## config.mk

```make
export PLATFORM = sky130hd
export DESIGN_NAME = flash_unlock_program_erase_ctrl
export DESIGN_NICKNAME = d
export VERILOG_FILES = /design/src/core/flash_ctrl_pkg.sv /design/src/core/page_wipe.sv /design/src/core/rd_align.sv /design/src/core/flash_unlock_program_erase_ctrl.sv
export VERILOG_INCLUDE_DIRS = /design/src /design/src/core
export SDC_FILE = /design/constraint.sdc
export NUM_CORES = 1
export LEC_CHECK = 0
export CORE_ASPECT_RATIO = 2
export CORE_MARGIN = 8
export CORE_UTILIZATION = 46
export DETAILED_ROUTE_END_ITERATION = 12
export DONT_BUFFER_PORTS = 1
export PLACE_DENSITY = 0.64
export SYNTH_ARGS = -nofsm -noshare
export SYNTH_HDL_FRONTEND = slang
export SYNTH_HIERARCHICAL = 1
export SYNTH_SLANG_ARGS = --single-unit
```

## constraint.sdc

```tcl
create_clock -name mclk -period 3.08 [get_ports mclk]
set_input_delay 0 -clock mclk [delete_from_list [all_inputs] [get_ports mclk]]
set_output_delay 0 -clock mclk [all_outputs]
set_load 0.05 [all_outputs]
```

## src/core/flash_ctrl_map.svh

```systemverilog
// flash_ctrl_map.svh: addresses, command codes and counts of the flash
// controller. assumes inclusion by bare name, definitions only.
`ifndef FLASH_CTRL_MAP_SVH
`define FLASH_CTRL_MAP_SVH
// register offsets on the plain register port
`define REG_FCTL    4'h0
`define REG_PSEL    4'h1
// flash control register commands
`define CMD_RESET   8'h00
`define CMD_KEY1    8'h73
`define CMD_KEY2    8'h8C
`define CMD_ERASE   8'h95
// debug memory opcodes
`define OP_WR_PMEM  8'h0A
`define OP_RD_PMEM  8'h0B
`define OP_WR_DMEM  8'h0C
`define OP_RD_DMEM  8'h0D
// data and layout
`define ERASED_BYTE 8'hFF
`define NO_BYTE     8'h00
`define PAGE_LAST   9'h1FF
`define OFF_ONE     9'h001
`define PAGE_HI     15:9
`define SECT_SEL    6:4
`define LO_BYTE     7:0
`define ADDR_ONE    16'h0001
`define BYTE_ONE    17'h00001
`define SIZE_FULL   17'h10000
`define SIZE_ZERO   16'h0000
`define STAT_PAD    4'h0
`endif

```

## src/core/flash_ctrl_pkg.sv

```systemverilog
// flash_ctrl_pkg: types shared by the flash controller files.
// assumes nothing beyond a SystemVerilog compiler.
`default_nettype none
package flash_ctrl_pkg;
  typedef logic [7:0]  byte_t;
  typedef logic [15:0] addr_t;
  typedef logic [6:0]  page_t;
  // unlock and erase sequencer
  typedef enum logic [2:0] {
    FC_LOCKED, FC_CLEARED, FC_KEY1, FC_OPEN, FC_ERASE
  } fc_state_e;
  // debug memory command framing
  typedef enum logic [3:0] {
    DB_OP, DB_AH, DB_AL, DB_SH, DB_SL,
    DB_WDAT, DB_RREQ, DB_RWAIT, DB_RSEND
  } db_state_e;
endpackage
`default_nettype wire

```

## src/core/page_wipe.sv

```systemverilog
// page_wipe: strobes a write to every byte address of one page.
// assumes the flash array takes one byte write per cycle.
`include "flash_ctrl_map.svh"
`default_nettype none
module page_wipe (
  // clock and reset
  input  wire logic                  mclk,
  input  wire logic                  resetn,
  // request
  input  wire logic                  start,
  input  wire flash_ctrl_pkg::page_t page,
  // write stream toward the array
  output logic                       busy,
  output logic                       we,
  output flash_ctrl_pkg::addr_t      addr,
  output logic                       done
);
  import flash_ctrl_pkg::*;

  logic [8:0] off_q;
  page_t      page_q;
  logic       busy_q;
  wire        last = off_q == `PAGE_LAST;

  // page latched at start, offset walks all bytes
  always_ff @(posedge mclk) begin
    if (!resetn) begin
      busy_q <= 1'b0;
      off_q  <= '0;
      page_q <= '0;
    end else if (start && !busy_q) begin
      busy_q <= 1'b1;
      off_q  <= '0;
      page_q <= page;
    end else if (busy_q) begin
      off_q <= off_q + `OFF_ONE;
      if (last) begin
        busy_q <= 1'b0;
      end
    end
  end

  // stream outputs
  assign busy = busy_q;
  assign we   = busy_q;
  assign addr = {page_q, off_q};
  assign done = busy_q && last;
endmodule
`default_nettype wire

```

## src/core/rd_align.sv

```systemverilog
// rd_align: returns debug read data two cycles after the request.
// assumes both memories answer one cycle after their registered read.
`default_nettype none
module rd_align (
  // clock and reset
  input  wire logic                  mclk,
  input  wire logic                  resetn,
  // request side
  input  wire logic                  re,
  input  wire logic                  dsel,
  // memory data
  input  wire flash_ctrl_pkg::byte_t fl_rdata,
  input  wire flash_ctrl_pkg::byte_t dm_rdata,
  // answer
  output logic                       rvalid,
  output flash_ctrl_pkg::byte_t      rdata
);
  import flash_ctrl_pkg::*;

  logic [1:0] v_q;
  logic [1:0] s_q;

  // two-stage valid and source pipeline
  always_ff @(posedge mclk) begin
    if (!resetn) begin
      v_q <= '0;
      s_q <= '0;
    end else begin
      v_q <= {v_q[0], re};
      s_q <= {s_q[0], dsel};
    end
  end

  assign rvalid = v_q[1];
  assign rdata  = s_q[1] ? dm_rdata : fl_rdata;
endmodule
`default_nettype wire

```

## src/core/flash_unlock_program_erase_ctrl.sv

```systemverilog
// flash controller: unlock sequence, byte program, page erase, debug
// memory commands. assumes a byte-wide flash and data memory answering
// one cycle after a read, and debug bytes already deserialised.
//
// Behaviour
// software writes 00H then the page number before any operation
// unlock needs two consecutive control writes: 73H then 8CH
// software rewrites the same page number after unlocking
// unlocked controller programs bytes from stores on the selected page
// further stores on that page program without a new unlock
// writing 00H relocks; software ends programming this way
// erase covers one page of 512 bytes
// erased page reads FFH in every byte
// erased page comes from the page select register
// 95H while unlocked and page reselected starts the erase
// processor held idle during erase; clock and peripherals run
// interrupts during erase stay pending until it ends
// finished erase returns the controller to locked
// pages in protected sectors are never erased
// no whole-array erase exists
// debug program write: 0AH, address hi/lo, size hi/lo, data
// size zero means 65536 bytes, else 1 to 65535
// debug program write data dropped unless unlocked
// debug writes dropped outside debug mode or when read-protected
// debug program read 0BH gives FFH if not debug or protected
// debug data write 0CH uses same framing into data memory
// debug data read 0DH gives FFH outside debug mode
// an out-of-order control write leaves the controller locked
`include "flash_ctrl_map.svh"
`default_nettype none
module flash_unlock_program_erase_ctrl (
  // clock and reset
  input  wire logic                  mclk,
  input  wire logic                  resetn,
  // register port
  input  wire logic [3:0]            reg_addr,
  input  wire flash_ctrl_pkg::byte_t reg_wdata,
  input  wire logic                  reg_wr,
  input  wire logic                  reg_rd,
  output flash_ctrl_pkg::byte_t      reg_rdata,
  // program memory store instructions
  input  wire logic                  cpu_st_valid,
  input  wire flash_ctrl_pkg::addr_t cpu_st_addr,
  input  wire flash_ctrl_pkg::byte_t cpu_st_data,
  output logic                       cpu_st_ready,
  output logic                       cpu_hold,
  // interrupt requests
  input  wire logic [7:0]            irq_in,
  output logic [7:0]                 irq_out,
  // debug link, bytes already deserialised
  input  wire logic                  debug_mode,
  input  wire logic                  read_protect,
  input  wire logic                  dbg_rx_valid,
  input  wire flash_ctrl_pkg::byte_t dbg_rx_byte,
  output logic                       dbg_tx_valid,
  output flash_ctrl_pkg::byte_t      dbg_tx_byte,
  input  wire logic                  dbg_tx_ready,
  // sector protection, one bit per sector
  input  wire logic [7:0]            sector_protect,
  // flash array
  output logic                       fl_we,
  output logic                       fl_re,
  output flash_ctrl_pkg::addr_t      fl_addr,
  output flash_ctrl_pkg::byte_t      fl_wdata,
  input  wire flash_ctrl_pkg::byte_t fl_rdata,
  // data memory
  output logic                       dm_we,
  output logic                       dm_re,
  output flash_ctrl_pkg::addr_t      dm_addr,
  output flash_ctrl_pkg::byte_t      dm_wdata,
  input  wire flash_ctrl_pkg::byte_t dm_rdata
);
  import flash_ctrl_pkg::*;

  // opcode decode helpers
  function automatic logic is_mem_op(input byte_t op);
    is_mem_op = (op == `OP_WR_PMEM) || (op == `OP_RD_PMEM)
             || (op == `OP_WR_DMEM) || (op == `OP_RD_DMEM);
  endfunction

  function automatic logic is_write(input byte_t op);
    is_write = (op == `OP_WR_PMEM) || (op == `OP_WR_DMEM);
  endfunction

  function automatic logic is_dmem(input byte_t op);
    is_dmem = (op == `OP_WR_DMEM) || (op == `OP_RD_DMEM);
  endfunction

  // state
  fc_state_e fc_q;
  fc_state_e fc_d;
  db_state_e db_q;
  byte_t     psel_q;
  logic      resel_q;
  byte_t     rdata_q;
  logic [7:0] held_q;
  byte_t     op_q;
  addr_t     daddr_q;
  logic [16:0] cnt_q;
  byte_t     shi_q;
  byte_t     txb_q;
  logic      fl_we_q;
  logic      fl_re_q;
  addr_t     fl_addr_q;
  byte_t     fl_wdata_q;
  logic      dm_we_q;
  logic      dm_re_q;
  addr_t     dm_addr_q;
  byte_t     dm_wdata_q;

  // submodule outputs
  logic      wipe_busy;
  logic      wipe_we;
  addr_t     wipe_addr;
  logic      wipe_done;
  logic      db_rvalid;
  byte_t     db_rdata;

  // register port decode
  wire fctl_wr  = reg_wr && (reg_addr == `REG_FCTL);
  wire psel_wr  = reg_wr && (reg_addr == `REG_PSEL);
  wire is_reset = reg_wdata == `CMD_RESET;
  wire is_key1  = reg_wdata == `CMD_KEY1;
  wire is_key2  = reg_wdata == `CMD_KEY2;
  wire is_erase = reg_wdata == `CMD_ERASE;
  wire unlocked = fc_q == FC_OPEN;
  wire erasing  = fc_q == FC_ERASE;

  // sector guard
  wire page_prot = sector_protect[psel_q[`SECT_SEL]];

  // erase start
  // only page erase exists
  wire erase_start = unlocked && fctl_wr && is_erase && resel_q
                  && !page_prot;

  // unlock sequencer next state
  always_comb begin
    fc_d = fc_q;
    unique case (fc_q)
      FC_LOCKED: begin
        // session opens with the reset write
        if (fctl_wr) begin
          fc_d = is_reset ? FC_CLEARED : FC_LOCKED;
        end
      end
      FC_CLEARED: begin
        // first key
        if (fctl_wr) begin
          fc_d = is_key1 ? FC_KEY1
               : is_reset ? FC_CLEARED : FC_LOCKED;
        end
      end
      FC_KEY1: begin
        // second key
        // wrong order relocks
        if (fctl_wr) begin
          fc_d = is_key2 ? FC_OPEN
               : is_reset ? FC_CLEARED : FC_LOCKED;
        end
      end
      FC_OPEN: begin
        // reset write relocks
        // refused erase relocks
        if (erase_start) begin
          fc_d = FC_ERASE;
        end else if (fctl_wr) begin
          fc_d = is_reset ? FC_CLEARED : FC_LOCKED;
        end
      end
      FC_ERASE: begin
        // relock on completion
        if (wipe_done) begin
          fc_d = FC_LOCKED;
        end
      end
      default: fc_d = FC_LOCKED;
    endcase
  end

  // sequencer, page select and reselect flag
  always_ff @(posedge mclk) begin
    if (!resetn) begin
      fc_q    <= FC_LOCKED;
      psel_q  <= '0;
      resel_q <= 1'b0;
    end else begin
      fc_q <= fc_d;
      if (psel_wr) begin
        psel_q <= reg_wdata;
      end
      // page rewritten after unlocking
      // flag survives while unlocked
      resel_q <= (fc_d == FC_OPEN) && (resel_q || psel_wr);
    end
  end

  // status read: protect, reselected, erasing, unlocked
  wire   reg_hit  = (reg_addr == `REG_FCTL) || (reg_addr == `REG_PSEL);
  byte_t stat;
  assign stat = {`STAT_PAD, page_prot, resel_q, erasing, unlocked};
  wire   byte_t rd_mux = (reg_addr == `REG_PSEL) ? psel_q
                       : reg_hit ? stat : `NO_BYTE;

  // read data stands for one cycle only
  always_ff @(posedge mclk) begin
    if (!resetn) begin
      rdata_q <= '0;
    end else begin
      rdata_q <= reg_rd ? rd_mux : `NO_BYTE;
    end
  end
  assign reg_rdata = rdata_q;

  // one page wiped per erase
  // page taken from page select
  page_wipe u_wipe (
    .mclk   (mclk),
    .resetn (resetn),
    .start  (erase_start),
    .page   (psel_q[6:0]),
    .busy   (wipe_busy),
    .we     (wipe_we),
    .addr   (wipe_addr),
    .done   (wipe_done)
  );

  // debug access permissions
  // program writes need the unlock
  // writes need debug mode and no read protect
  wire wr_ok_d = debug_mode && !read_protect;
  wire wr_ok_p = wr_ok_d && unlocked;
  // program reads blocked by either
  // data reads blocked only outside debug mode
  wire rd_ok   = is_dmem(op_q) ? debug_mode : wr_ok_d;

  // debug engine strobes
  wire db_last  = cnt_q == `BYTE_ONE;
  wire db_wbyte = (db_q == DB_WDAT) && dbg_rx_valid;
  wire db_dsel  = is_dmem(op_q);
  wire db_stall = erasing;
  wire db_re    = (db_q == DB_RREQ) && !db_stall;
  wire dbg_pwe  = db_wbyte && !db_dsel && wr_ok_p;
  wire dbg_dwe  = db_wbyte && db_dsel && wr_ok_d;
  wire dbg_pre  = db_re && !db_dsel;

  // zero size means the full count
  wire [15:0] size_in = {shi_q, dbg_rx_byte};
  wire [16:0] size_len = (size_in == `SIZE_ZERO) ? `SIZE_FULL
                       : {1'b0, size_in};

  // framing: opcode, address, size, data
  // data memory write shares the framing
  always_ff @(posedge mclk) begin
    if (!resetn) begin
      db_q    <= DB_OP;
      op_q    <= '0;
      daddr_q <= '0;
      cnt_q   <= '0;
      shi_q   <= '0;
      txb_q   <= '0;
    end else begin
      unique case (db_q)
        DB_OP: begin
          if (dbg_rx_valid && is_mem_op(dbg_rx_byte)) begin
            op_q <= dbg_rx_byte;
            db_q <= DB_AH;
          end
        end
        DB_AH, DB_AL: begin
          if (dbg_rx_valid) begin
            daddr_q <= {daddr_q[`LO_BYTE], dbg_rx_byte};
            db_q    <= (db_q == DB_AH) ? DB_AL : DB_SH;
          end
        end
        DB_SH: begin
          if (dbg_rx_valid) begin
            shi_q <= dbg_rx_byte;
            db_q  <= DB_SL;
          end
        end
        DB_SL: begin
          if (dbg_rx_valid) begin
            cnt_q <= size_len;
            db_q  <= is_write(op_q) ? DB_WDAT : DB_RREQ;
          end
        end
        DB_WDAT: begin
          if (dbg_rx_valid) begin
            daddr_q <= daddr_q + `ADDR_ONE;
            cnt_q   <= cnt_q - `BYTE_ONE;
            if (db_last) begin
              db_q <= DB_OP;
            end
          end
        end
        DB_RREQ: begin
          if (!db_stall) begin
            db_q <= DB_RWAIT;
          end
        end
        DB_RWAIT: begin
          // blocked reads give the erased value
          // same for data memory
          if (db_rvalid) begin
            txb_q <= rd_ok ? db_rdata : `ERASED_BYTE;
            db_q  <= DB_RSEND;
          end
        end
        DB_RSEND: begin
          if (dbg_tx_ready) begin
            daddr_q <= daddr_q + `ADDR_ONE;
            cnt_q   <= cnt_q - `BYTE_ONE;
            db_q    <= db_last ? DB_OP : DB_RREQ;
          end
        end
        default: db_q <= DB_OP;
      endcase
    end
  end

  assign dbg_tx_valid = db_q == DB_RSEND;
  assign dbg_tx_byte  = txb_q;

  // read data return path
  rd_align u_align (
    .mclk     (mclk),
    .resetn   (resetn),
    .re       (db_re),
    .dsel     (db_dsel),
    .fl_rdata (fl_rdata),
    .dm_rdata (dm_rdata),
    .rvalid   (db_rvalid),
    .rdata    (db_rdata)
  );

  // processor idles through the erase
  assign cpu_hold     = erasing || dbg_pwe || dbg_pre;
  assign cpu_st_ready = !cpu_hold;

  // store on the selected page while unlocked
  wire cpu_pwe = cpu_st_valid && cpu_st_ready && unlocked && resel_q
              && (cpu_st_addr[`PAGE_HI] == psel_q[6:0]);

  // flash port select: wipe, debug, processor
  wire   fl_we_d = wipe_we || dbg_pwe || cpu_pwe;
  addr_t fl_addr_d;
  byte_t fl_wdata_d;
  // wipe writes the erased value
  assign fl_addr_d  = wipe_we ? wipe_addr
                    : (dbg_pwe || dbg_pre) ? daddr_q : cpu_st_addr;
  assign fl_wdata_d = wipe_we ? `ERASED_BYTE
                    : dbg_pwe ? dbg_rx_byte : cpu_st_data;

  // registered memory strobes
  always_ff @(posedge mclk) begin
    if (!resetn) begin
      fl_we_q    <= 1'b0;
      fl_re_q    <= 1'b0;
      fl_addr_q  <= '0;
      fl_wdata_q <= '0;
      dm_we_q    <= 1'b0;
      dm_re_q    <= 1'b0;
      dm_addr_q  <= '0;
      dm_wdata_q <= '0;
    end else begin
      fl_we_q    <= fl_we_d;
      fl_re_q    <= dbg_pre;
      fl_addr_q  <= fl_addr_d;
      fl_wdata_q <= fl_wdata_d;
      dm_we_q    <= dbg_dwe;
      dm_re_q    <= db_re && db_dsel;
      dm_addr_q  <= daddr_q;
      dm_wdata_q <= dbg_rx_byte;
    end
  end

  assign fl_we    = fl_we_q;
  assign fl_re    = fl_re_q;
  assign fl_addr  = fl_addr_q;
  assign fl_wdata = fl_wdata_q;
  assign dm_we    = dm_we_q;
  assign dm_re    = dm_re_q;
  assign dm_addr  = dm_addr_q;
  assign dm_wdata = dm_wdata_q;

  // interrupts held during erase, released after
  always_ff @(posedge mclk) begin
    if (!resetn) begin
      held_q <= '0;
    end else begin
      held_q <= erasing ? (held_q | irq_in) : '0;
    end
  end
  assign irq_out = erasing ? '0 : (irq_in | held_q);
endmodule
`default_nettype wire

```

# Word-level counts from Yosys, hierarchy flattened
# Index checks and enable logic that the tools add are counted.
[totals]
elab_cells = 171
in_bits = 85
reg_bits = 162
output_inout_bits = 79
[classes]
mux = 46
addsub = 3
n_reduce_logical = 59
n_eq_ne = 36
n_bitwise = 2
magnitude_cmp = 1
[ops]
columns = ["cell", "count"]
rows = [
  ["16-bit two-way mux", 5],
  ["17-bit two-way mux", 4],
  ["8-bit by 4-bit == test with 1-bit output (second input constant)", 7],
  ["17-bit case mux with 3 select lines", 1],
  ["8-bit two-way mux", 6],
  ["16-bit case mux with 3 select lines", 1],
  ["4-bit two-way mux", 10],
  ["4-bit case mux with 8 select lines", 1],
  ["1-bit logical AND", 24],
  ["3-bit two-way mux", 8],
  ["17-bit by 1-bit == test with 1-bit output (second input constant)", 1],
  ["17-bit by 1-bit subtractor with 17-bit output (second input constant)", 1],
  ["16-bit by 1-bit adder with 16-bit output (second input constant)", 1],
  ["4-bit by 3-bit == test with 1-bit output (second input constant)", 4],
  ["8-bit == test (second input constant)", 2],
  ["16-bit logical NOT", 1],
  ["3-bit case mux with 5 select lines", 1],
  ["2-bit != test (second input constant)", 7],
  ["1-bit logical OR", 12],
  ["2-bit AND reduction", 5],
  ["9-bit by 1-bit adder with 9-bit output (second input constant)", 1],
  ["3-bit by 2-bit == test with 1-bit output (second input constant)", 3],
  ["9-bit == test (second input constant)", 1],
  ["9-bit AND reduction", 1],
  ["21 further kinds", 39],
]

# Depth between registers and ports, before layout
# Gate-level depths: netlist of the first run.
[logic_depth]
depth_word = 13
mapped_depth = 9
ltp_nobuf = 7

# Modules after synthesis
# The synthesis of the first run kept the hierarchy.
[by_module_without_submodules]
columns = ["mod", "seq_area_each_um2", "cells_per_inst", "n_inst", "area_each_um2"]
rows = [
  ["flash_unlock_program_erase_ctrl", 2822.7, 737, 1, 6423.7],
  ["page_wipe", 340.3, 80, 1, 713.2],
  ["rd_align", 80.1, 17, 1, 236.5],
]

# Worst setup path before layout of the first run
# OpenSTA, ideal clock, no wires.
[synth_path]
kind = "register to register"
startpoint = "register db_q[3]"
endpoint = "register db_q[1]"
synth_period_minus_slack_ps = 2326
arrival_ps = 2265
required_time_ps = 3020
n_path_buf = 1
setup_ps = 60
stages_incl_launch_ff = 6
setup_slack_ps = 754
path_cell_list = "dfxtp_1 clkbuf_1 nand2b_1 nor3_1 a211o_1 o221a_1"
[synth_between]
word_cells_on_any_way = 21
cone_classes = "eq/ne: 17; mux: 1; reduce/logical: 3"
[synth_lines]
columns = ["item", "line", "source"]
rows = [
  ["start, declared", "flash_unlock_program_erase_ctrl.sv:92", "db_state_e db_q;"],
  ["start signal, assigned", "flash_unlock_program_erase_ctrl.sv:273", "db_q <= (db_q == DB_AH) ? DB_AL : DB_SH;"],
  ["start signal, assigned", "flash_unlock_program_erase_ctrl.sv:285", "db_q <= is_write(op_q) ? DB_WDAT : DB_RREQ;"],
  ["start signal, assigned", "flash_unlock_program_erase_ctrl.sv:314", "db_q <= db_last ? DB_OP : DB_RREQ;"],
  ["4-bit == test (*)", "--", ""],
  ["via dbg_tx_valid", "flash_unlock_program_erase_ctrl.sv:55", "output logic dbg_tx_valid,"],
  ["2-bit by 1-bit != test with 1-bit output (no source line)", "--", ""],
  ["9-bit AND reduction (no source line)", "--", ""],
]
# The timed path passes the listed nets; every way through them passes the cells marked *.
# A chain may end at the register's enable or synchronous reset.

# Worst setup path after layout of the first run
[layout_path]
startpoint = "register db_q[2]"
endpoint = "register cnt_q[3]"
[layout_between]
elab_chain_cells = 3
word_cells_on_any_way = 9
cone_classes = "eq/ne: 6; mux: 1; reduce/logical: 2"
[layout_lines]
columns = ["item", "line", "source"]
rows = [
  ["4-bit == test or 4-bit by 3-bit == test with 1-bit output (tied branches)", "flash_unlock_program_erase_ctrl.sv:263", "unique case (db_q)"],
  ["2-bit by 1-bit != test with 1-bit output (no source line) (tied with other cells)", "--", ""],
  ["4-bit AND reduction (no source line)", "--", ""],
  ["end signal, assigned", "flash_unlock_program_erase_ctrl.sv:284", "cnt_q <= size_len;"],
  ["end signal, assigned", "flash_unlock_program_erase_ctrl.sv:291", "cnt_q <= cnt_q - `BYTE_ONE;"],
  ["end signal, assigned", "flash_unlock_program_erase_ctrl.sv:313", "cnt_q <= cnt_q - `BYTE_ONE;"],
  ["end, declared", "flash_unlock_program_erase_ctrl.sv:99", "logic [16:0] cnt_q;"],
]
# Several ways; a longest one is shown, not always the timed one.

==> results.py, run 1 <==
metrics = {
    "floorplanning": {
        "ios": 164,
        "die_w_um": 106,
        "fp.coreArea_mm2": 0.0158,
        "die_h_um": 195,
        "rows": 65,
        "die_area_mm2": 0.0206,
        "initial_utilization": 0.467,
    },
    "clock_tree": {
        "clock_path_buffers": 2,
        "clk_latency_ns": 0.43,
        "root_buffer": "clkbuf_16",
        "clock-sinks": 162,
        "cts_setup_buffers": 0,
        "tritoncts": "built",
        "cts_buffers": 17,
        "h-tree-depth": 4,
        "path_clk_slew_ns": 0.07,
    },
    "route": {
        "drc": 0,
        "totalWireLength_um": 24100,
        "drt_iter0_markers": 313,
        "ant_nets": 0,
        "dr.pass1.iters": 6,
        "vias_per_cell": 5.91,
        "num_vias": 6663,
        "wl_per_cell_um": 21.4,
    },
    "yosys": {
        "synth_area_mm2": 0.00737,
        "synth_most_common_cell": "dfxtp_1",
        "synth_cell_types": 64,
        "synth_top_area_share": 0.440,
        "synth.avg_cell_area_um2": 8.84,
        "synth_ff_type": "dfxtp_1",
        "ys_seq_area_frac": 0.440,
        "postSynthCellCount": 834,
        "ys_warn_count": 6,
        "synthTopCellsByArea": "dfxtp_1, a21oi_1, mux2i_1",
        "synth_top_area_cell": "dfxtp_1",
        "synth_edf_count": 0,
        "synthTopCellsByCount": "dfxtp_1, a21oi_1, nor2_1",
        "yosys_register_bits": 162,
        "async_flop_share": 0,
        "synth_fp_nets": 924,
    },
    "timing": {
        "final-setup-viol-count": 0,
        "hold_viol": 0,
        "worst_pin_slew_ns": 1.15,
        "fin_skew_ns": 0.00888,
        "min_period_ns": 2.74,
        "finalSetupTns_ns": 0,
        "clock.fmax_mhz": 365,
        "relSlewSlack": 0.234,
        "rsz0062_at_grt": "false",
        "fin_crit_sh": 0.891,
        "drv_slew": 0,
    },
    "finish": {
        "finalInstanceArea_mm2": 0.00911,
        "fin_nets": 1002,
        "final_layout_size_suffix_gt1_frac": 0.101,
        "syn2layout_area_growth_pct": 23.6,
    },
    "critical_path": {
        "crit_path_start_kind": "register",
        "path_class": "reg2reg",
        "timing.rr.start": "db_q[2]",
        "reg2reg_setup_slack_ns": 0.34,
        "worstPathArrival_ns": 3.11,
        "cp_max_fo": 23,
        "endpoint_kind": "register",
        "crit_required_ns": 3.45,
        "critPathLaunch": "db_q[2]",
    },
    "global_routing": {
        "grt_pass1_vias": 6756,
        "grt_overflow": 0,
        "grt_pass1_wl_um": 37500,
        "antenna_found_initial": 1,
        "grt_use_total": 0.231,
        "grt_max_degree": 83,
    },
    "pwr": {
        "cellLeakagePower_nw": 3.52,
        "ir_drop_uv": 440,
        "p_per_area_mw_per_mm2": 673,
    },
    "place": {
        "gp_congestion": 0.910,
        "hpwl_um": 16300,
        "port_buffers": 0,
        "place_area_mm2": 0.00757,
    },
    "worst_hold_path": {
        "hp-class": "in2reg",
        "min_from": "dbg_rx_byte[7]",
    },
    "run": {
        "timing.max_cap.violations": 0,
    },
    "status": {
        "status": "finished clean",
    },
}
[routing by layer]
layer / global-route usage / part of all wire / up-vias
li1: - / - / 3162
met1: 0.221 / 0.35 / 3191
met2: 0.440 / 0.56 / 247
met3: 0.0577 / 0.056 / 63
met4: 0.109 / 0.036 / 0
met5: 0 / 0 / -
[worst paths after layout]
| path | endpoint | cells past startpoint |
|---|---|---|
| setup / recovery | cnt_q[3] | 7 |
| setup reg to reg | cnt_q[3] | 7 |
| hold reg to reg | u_align/v_q[1] | 1 |
| hold / removal | op_q[1] | 5 |
[timing repair]
| action | 4_1_cts | 5_1_grt |
|---|---|---|
| hold buffers | 92 | 0 |
| hold endpoints to repair | 153 | 0 |
| setup endpoints to repair | 0 | 0 |
| resized for setup | 0 | 0 |
[layout make-up]
class | instances | area (um2)
Antenna cell | 2 | 5.00
Clock buffer | 18 | 439
Fill cell | 1383 | 6670
Tap cell | 201 | 251
Timing Repair Buffer | 112 | 1100
Inverter | 7 | 26.3
Multi-Input combinational cell | 612 | 3880
Sequential cell | 162 | 3240
Clock inverter | 14 | 163
[flip-flops by register name (all words and copies together), names as in the netlist, 9 cells and up]
register / count
daddr_q: 16
dm_addr: 16
cnt_q: 17
u_wipe/off_q: 9
fl_addr: 16
[kinds of logic after synthesis]
family                   synth area share
AND/OR/NAND/NOR                     0.242
AO/OA/AOI/OAI                       0.185
flip-flops                          0.440
buffers and inverters              0.0367
multiplexers                       0.0713
XOR/XNOR                           0.0166
adder cells (fa/ha/maj)           0.00848
[metrics by stage]
step                      total power, mW  std cells  utilization  worst slack [ns]  hold WS [ns]
after global placement               3.84       1002        0.480             0.801         0.125
after CTS                            6.16       1126        0.577             0.379       0.00399
after global routing                 6.40       1128        0.577             0.197        0.0480
after floorplan                      3.56        834            -             0.754         0.122
after detailed placement             3.86       1002        0.480             0.764         0.126
final                                6.13       1128        0.577             0.337        0.0341
[where the power goes]
group / switching (mW) / internal, mW / total [mW]
Clock: 0.929 / 1.24 / 2.17
Combinational: 0.725 / 0.541 / 1.27
Sequential: 0.446 / 2.25 / 2.70
[critical path, stage by stage (launching register included)]
cell and delay [ns]:
dfxtp_1 0.50, or3b_1 0.48, a21oi_2 0.52, buf_12 0.24, o31ai_1 0.09, a21boi_0 0.19, o21a_1 0.14, dlygate4sd3_1 0.53
[cells in the final DEF (no fill, tap or decap), drive strengths merged, types with 11 or more instances in the layout]
cell type,synthesis,final
inv,7,15
nand2,69,69
clkbuf,36,18
and2,37,37
nand4,12,12
buf,17,21
nand3,28,28
and3,14,14
nor3,18,18
nor2,75,75
a21boi,14,14
dlygate4sd3,0,91
a31oi,11,11
dfxtp,162,162
o21a,12,12
nor4,17,17
a21oi,78,78
o21ai,46,46
mux2i,36,36
o221a,15,15
(Power assumes the default switching activity.)
==> run 2, diff against run 1 <==
CELL_PAD_IN_SITES_DETAIL_PLACEMENT = 1   (was unset)
CELL_PAD_IN_SITES_GLOBAL_PLACEMENT = 1   (was unset)
PLACE_DENSITY = 0.8   (was 0.64)
==> results.py, run 2 (synthesis results as in run 1) <==
metrics = {
    "clock_tree": {
        "hold_buffers": 90,
        "cts_buffers": 17,
        "tritoncts": "built",
        "cts_setup_buffers": 0,
        "clk_latency_ns": 0.42,
        "root_buffer": "clkbuf_16",
        "path_clk_slew_ns": 0.06,
        "clock_path_buffers": 2,
        "h-tree-depth": 4,
        "post_cts_resized": 0,
        "clock-sinks": 162,
    },
    "route": {
        "num_vias": 6960,
        "totalWireLength_um": 27200,
        "drc": 0,
        "drt_iter0_markers": 245,
        "dr.pass1.iters": 4,
        "ant_nets": 0,
        "vias_per_cell": 6.15,
        "wl_per_cell_um": 24.1,
    },
    "critical_path": {
        "r2r_end": "fl_wdata[5]",
        "reg2reg_setup_slack_ns": 0.67,
        "critPathLaunch": "op_q[4]",
        "worstPathArrival_ns": 2.69,
        "crit_required_ns": 3.08,
        "timing.rr.start": "db_q[1]",
        "endpoint_kind": "output port",
        "cp_max_fo": 17,
        "path_class": "reg2out",
        "cp-endpoint": "cpu_hold",
        "crit_path_start_kind": "register",
        "ff2ff_path_depth": 6,
    },
    "finish": {
        "final_layout_size_suffix_gt1_frac": 0.103,
        "syn2layout_area_growth_pct": 23.8,
        "fin_nets": 1006,
        "largest_reg_flops": 17,
        "mostFrequentLayoutCell": "dfxtp_1",
        "fill_cells": 1816,
        "finalNonFillerCells": 1131,
        "top_register": "cnt_q",
        "final_cell_mix": "dfxtp_1, dlygate4sd3_1, a21oi_1",
    },
    "status": {
        "status": "finished clean",
    },
    "pwr": {
        "p_sw_frac": 0.335,
        "p_per_area_mw_per_mm2": 681,
        "cellLeakagePower_nw": 3.54,
        "power_switching_mw": 2.08,
        "internal_power_mw": 4.13,
        "power_frac_comb": 0.214,
        "clockPowerShare": 0.355,
        "p_seq_frac": 0.431,
        "ir_drop_uv": 406,
    },
    "place": {
        "place_inst": 1008,
        "gp_congestion": 0.885,
        "hpwl_um": 17900,
        "port_buffers": 0,
    },
    "timing": {
        "rsz0062_at_grt": "false",
        "min_period_ns": 2.69,
        "relSlewSlack": 0.369,
        "final-setup-viol-count": 0,
        "hold_viol": 0,
        "drv_slew": 0,
        "worst_pin_slew_ns": 0.942,
        "clock.fmax_mhz": 372,
        "fin_crit_sh": 0.873,
        "fin_skew_ns": 0.00952,
        "finalSetupTns_ns": 0,
    },
    "global_routing": {
        "grt_pass1_wl_um": 42700,
        "grt_max_degree": 83,
        "grt_overflow": 0,
        "grt_use_total": 0.263,
        "grt_pass1_vias": 7602,
        "antenna_found_initial": 1,
    },
    "floorplanning": {
        "die_w_um": 106,
        "die_h_um": 195,
        "initial_utilization": 0.467,
        "die_area_mm2": 0.0206,
        "rows": 65,
        "ios": 164,
        "fp.coreArea_mm2": 0.0158,
    },
    "run": {
        "timing.max_cap.violations": 0,
    },
    "worst_hold_path": {
        "hp-class": "in2reg",
        "worstHoldPathCells": 5,
    },
}
==> run 2: metal layers <==
metal / wire length, um / global-route usage / up-vias / share of wire
li1: - / - / 3173 / -
met2: 15400 / 0.505 / 250 / 0.57
met4: 1250 / 0.138 / 0 / 0.046
met5: 0 / 0 / - / 0
met1: 9230 / 0.249 / 3458 / 0.34
met3: 1320 / 0.0584 / 79 / 0.049
==> run 2: worst max-delay path: stages, from the launching register on <==
cell	delay, ns
dfxtp_1	0.33
or4_1	0.64
nor2_2	0.26
o21bai_2	0.20
buf_4	0.36
and2_1	0.23
inv_1	0.06
buf_4	0.18
==> run 2: worst min path at each step <==
stage | start | endpoint | slack, ns
2_1_floorplan | dbg_rx_byte[0] | dm_wdata[0] | 0.12
3_3_place_gp | dbg_rx_byte[1] | dm_wdata[1] | 0.12
3_5_place_dp | dbg_rx_byte[7] | dm_wdata[7] | 0.13
4_1_cts | dbg_rx_byte[2] | op_q[1] | 0.02
5_1_grt | dbg_rx_byte[2] | op_q[2] | 0.08
6_report | dbg_rx_byte[2] | op_q[1] | 0.05
==> run 2: stage by stage <==
stage | hold slack (ns) | utilization | power (mW) | instance area (um2) | worst slack, ns
global route | 0.0837 | 0.578 | 6.47 | 9130 | 0.306
floorplan | 0.122 | - | 3.56 | 7370 | 0.754
finish | 0.0539 | 0.578 | 6.21 | 9130 | 0.390
CTS | 0.0184 | 0.578 | 6.23 | 9120 | 0.485
global placement | 0.123 | 0.481 | 3.84 | 7590 | 0.861
detailed placement | 0.127 | 0.481 | 3.90 | 7590 | 0.771
==> run 2: layout make-up <==
type	instances	area (um2)	area share
diodes	1	2.50	0.000274
multi-input cells	612	3880	0.425
repair buffers	116	1110	0.122
flip-flops and latches	162	3240	0.355
well taps	201	251	0.0276
clock buffers	21	460	0.0505
clock inverters	11	150	0.0165
inverters	7	26.3	0.00288
==> run 2: power by group through the flow <==
stage / sequential [mW] / combinational (mW) / clock [mW]
after floorplan: 2.60 / 0.962 / 0
after global routing: 2.70 / 1.45 / 2.32
after global placement: 2.71 / 1.13 / 0
final: 2.68 / 1.33 / 2.20
after CTS: 2.67 / 1.32 / 2.23
after detailed placement: 2.72 / 1.18 / 0
==> run 3, diff against run 2 <==
GPL_TIMING_DRIVEN = 0   (was unset)
RECOVER_POWER = 100   (was unset)
==> results.py, run 3 (synthesis results as in run 1) <==
metrics = {
    "floorplanning": {
        "rows": 65,
        "ios": 164,
        "die_area_mm2": 0.0206,
        "die_h_um": 195,
        "initial_utilization": 0.467,
        "die_w_um": 106,
        "fp.coreArea_mm2": 0.0158,
    },
    "timing": {
        "drv_slew": 2,
        "fin_skew_ns": 0.0126,
        "final-setup-viol-count": 0,
        "rsz0062_at_grt": "false",
        "finalSetupTns_ns": 0,
        "min_period_ns": 2.94,
        "finalHoldWorstSlack_ns": 0.0172,
        "relSlewSlack": -0.115,
        "fin_crit_sh": 0.955,
        "clock.fmax_mhz": 340,
        "hold_viol": 0,
        "worst_pin_slew_ns": 1.66,
    },
    "pwr": {
        "p_total_mw": 6.24,
        "internal_power_mw": 4.01,
        "p_sw_frac": 0.357,
        "p_per_area_mw_per_mm2": 698,
        "cellLeakagePower_nw": 3.40,
        "power_switching_mw": 2.23,
        "p_seq_frac": 0.424,
        "ir_drop_uv": 475,
        "clockPowerShare": 0.346,
        "power_frac_comb": 0.230,
    },
    "finish": {
        "fill_cells": 1818,
        "top_register": "cnt_q",
        "syn2layout_area_growth_pct": 21.3,
        "fin_nets": 1016,
        "mostFrequentLayoutCell": "dfxtp_1",
        "final_layout_size_suffix_gt1_frac": 0.0841,
        "finalNonFillerCells": 1140,
        "final_cell_mix": "dfxtp_1, a21oi_1, nor2_1",
        "largest_reg_flops": 17,
        "antenna_cells": 0,
    },
    "worst_hold_path": {
        "hp-class": "in2reg",
        "min_from": "reg_addr[1]",
    },
    "critical_path": {
        "timing.rr.start": "db_q[0]",
        "reg2reg_setup_slack_ns": 0.18,
        "crit_path_start_kind": "register",
        "critPathLaunch": "op_q[4]",
        "cp_slowest_cell": "or4_1",
        "worstPathArrival_ns": 2.94,
        "cp_max_fo": 10,
        "path_class": "reg2out",
        "crit_path_max_incr_delay_ns": 0.62,
        "crit_chain": "or4_1 > nor2_2 > o21bai_1 > buf_4 > buf_6 > and2_2 > inv_1",
        "endpoint_kind": "output port",
        "crit_required_ns": 3.08,
    },
    "global_routing": {
        "grt_use_total": 0.285,
        "grt_pass1_wl_um": 45600,
        "grt_max_degree": 17,
        "grt_pass1_vias": 7959,
        "antenna_found_initial": 0,
        "grt_overflow": 0,
    },
    "route": {
        "drt_iter0_markers": 281,
        "ant_nets": 0,
        "totalWireLength_um": 29600,
        "wl_per_cell_um": 25.9,
        "dr.pass1.iters": 4,
        "drc": 0,
        "vias_per_cell": 6.27,
        "num_vias": 7147,
    },
    "status": {
        "status": "complete, but fails checks",
        "violations": "capacitance limit, slew limit",
    },
    "clock_tree": {
        "tritoncts": "built",
        "cts_buffers": 17,
        "root_buffer": "clkbuf_16",
        "h-tree-depth": 4,
        "clk_latency_ns": 0.44,
        "path_clk_slew_ns": 0.07,
        "clock_path_buffers": 2,
        "clock-sinks": 162,
        "cts_setup_buffers": 0,
    },
    "place": {
        "place_inst": 1035,
        "gp_congestion": 0.935,
        "hpwl_um": 20900,
        "port_buffers": 0,
    },
    "run": {
        "timing.max_cap.violations": 1,
    },
}
-- run 3: area by class of cell --
| cell class | count | area, um2 | share of cell area |
|---|---|---|---|
| plain buffers | 53 | 236 | 0.0264 |
| clock buffers | 18 | 439 | 0.0491 |
| clock inverters | 14 | 154 | 0.0172 |
| inverters | 7 | 26.3 | 0.00294 |
| multi-input cells | 612 | 3860 | 0.432 |
| flip-flops and latches | 162 | 3240 | 0.363 |
| well taps | 201 | 251 | 0.0281 |
| repair buffers | 73 | 731 | 0.0817 |
-- run 3: final timing paths --
| path | cells past startpoint | endpoint |
|---|---|---|
| setup / recovery | 7 | cpu_hold |
| hold / removal | 4 | fc_q[1] |
| setup reg to reg | 8 | cnt_q[16] |
| hold reg to reg | 1 | u_align/s_q[1] |
-- run 3: repair_timing --
action / in CTS / in global routing
hold buffers: 73 / 0
endpoints found under the setup margin: 1 / 0
resized for setup: 1 / 0
hold endpoints to repair: 102 / 0
-- run 3: worst max-delay path: cells and delay by family, from the launching register on --
| kind | cells | cell delay [ns] |
|---|---|---|
| AOI/OAI and AO/OA | 1 | 0.19 |
| buffers and inverters | 3 | 0.79 |
| DFF | 1 | 0.33 |
| and+or+nand+nor | 3 | 1.18 |
-- run 3: power groups by stage --
stage | combinational [mW] | clock [mW] | sequential, mW
2_1_floorplan | 0.962 | 0 | 2.60
3_3_place_gp | 1.26 | 0 | 2.67
3_5_place_dp | 1.32 | 0 | 2.68
4_1_cts | 1.42 | 2.17 | 2.64
5_1_grt | 1.54 | 2.28 | 2.66
6_report | 1.44 | 2.16 | 2.65
-- run 3: per-layer routing --
metal  share of wire  routed length, um  GRT usage
met1            0.33               9710      0.256
met2            0.55              16200      0.532
met3           0.057               1690     0.0660
met4           0.066               1960      0.216
met5               0                  0          0
-- run 3: per-stage QoR --
step,utilization,setup slack (ns),instance area [um2]
4_1_cts,0.568,0.151,8950
3_5_place_dp,0.484,0.413,7630
3_3_place_gp,0.483,0.411,7620
2_1_floorplan,-,0.754,7370
6_report,0.567,0.140,8940
5_1_grt,0.567,0.0164,8940
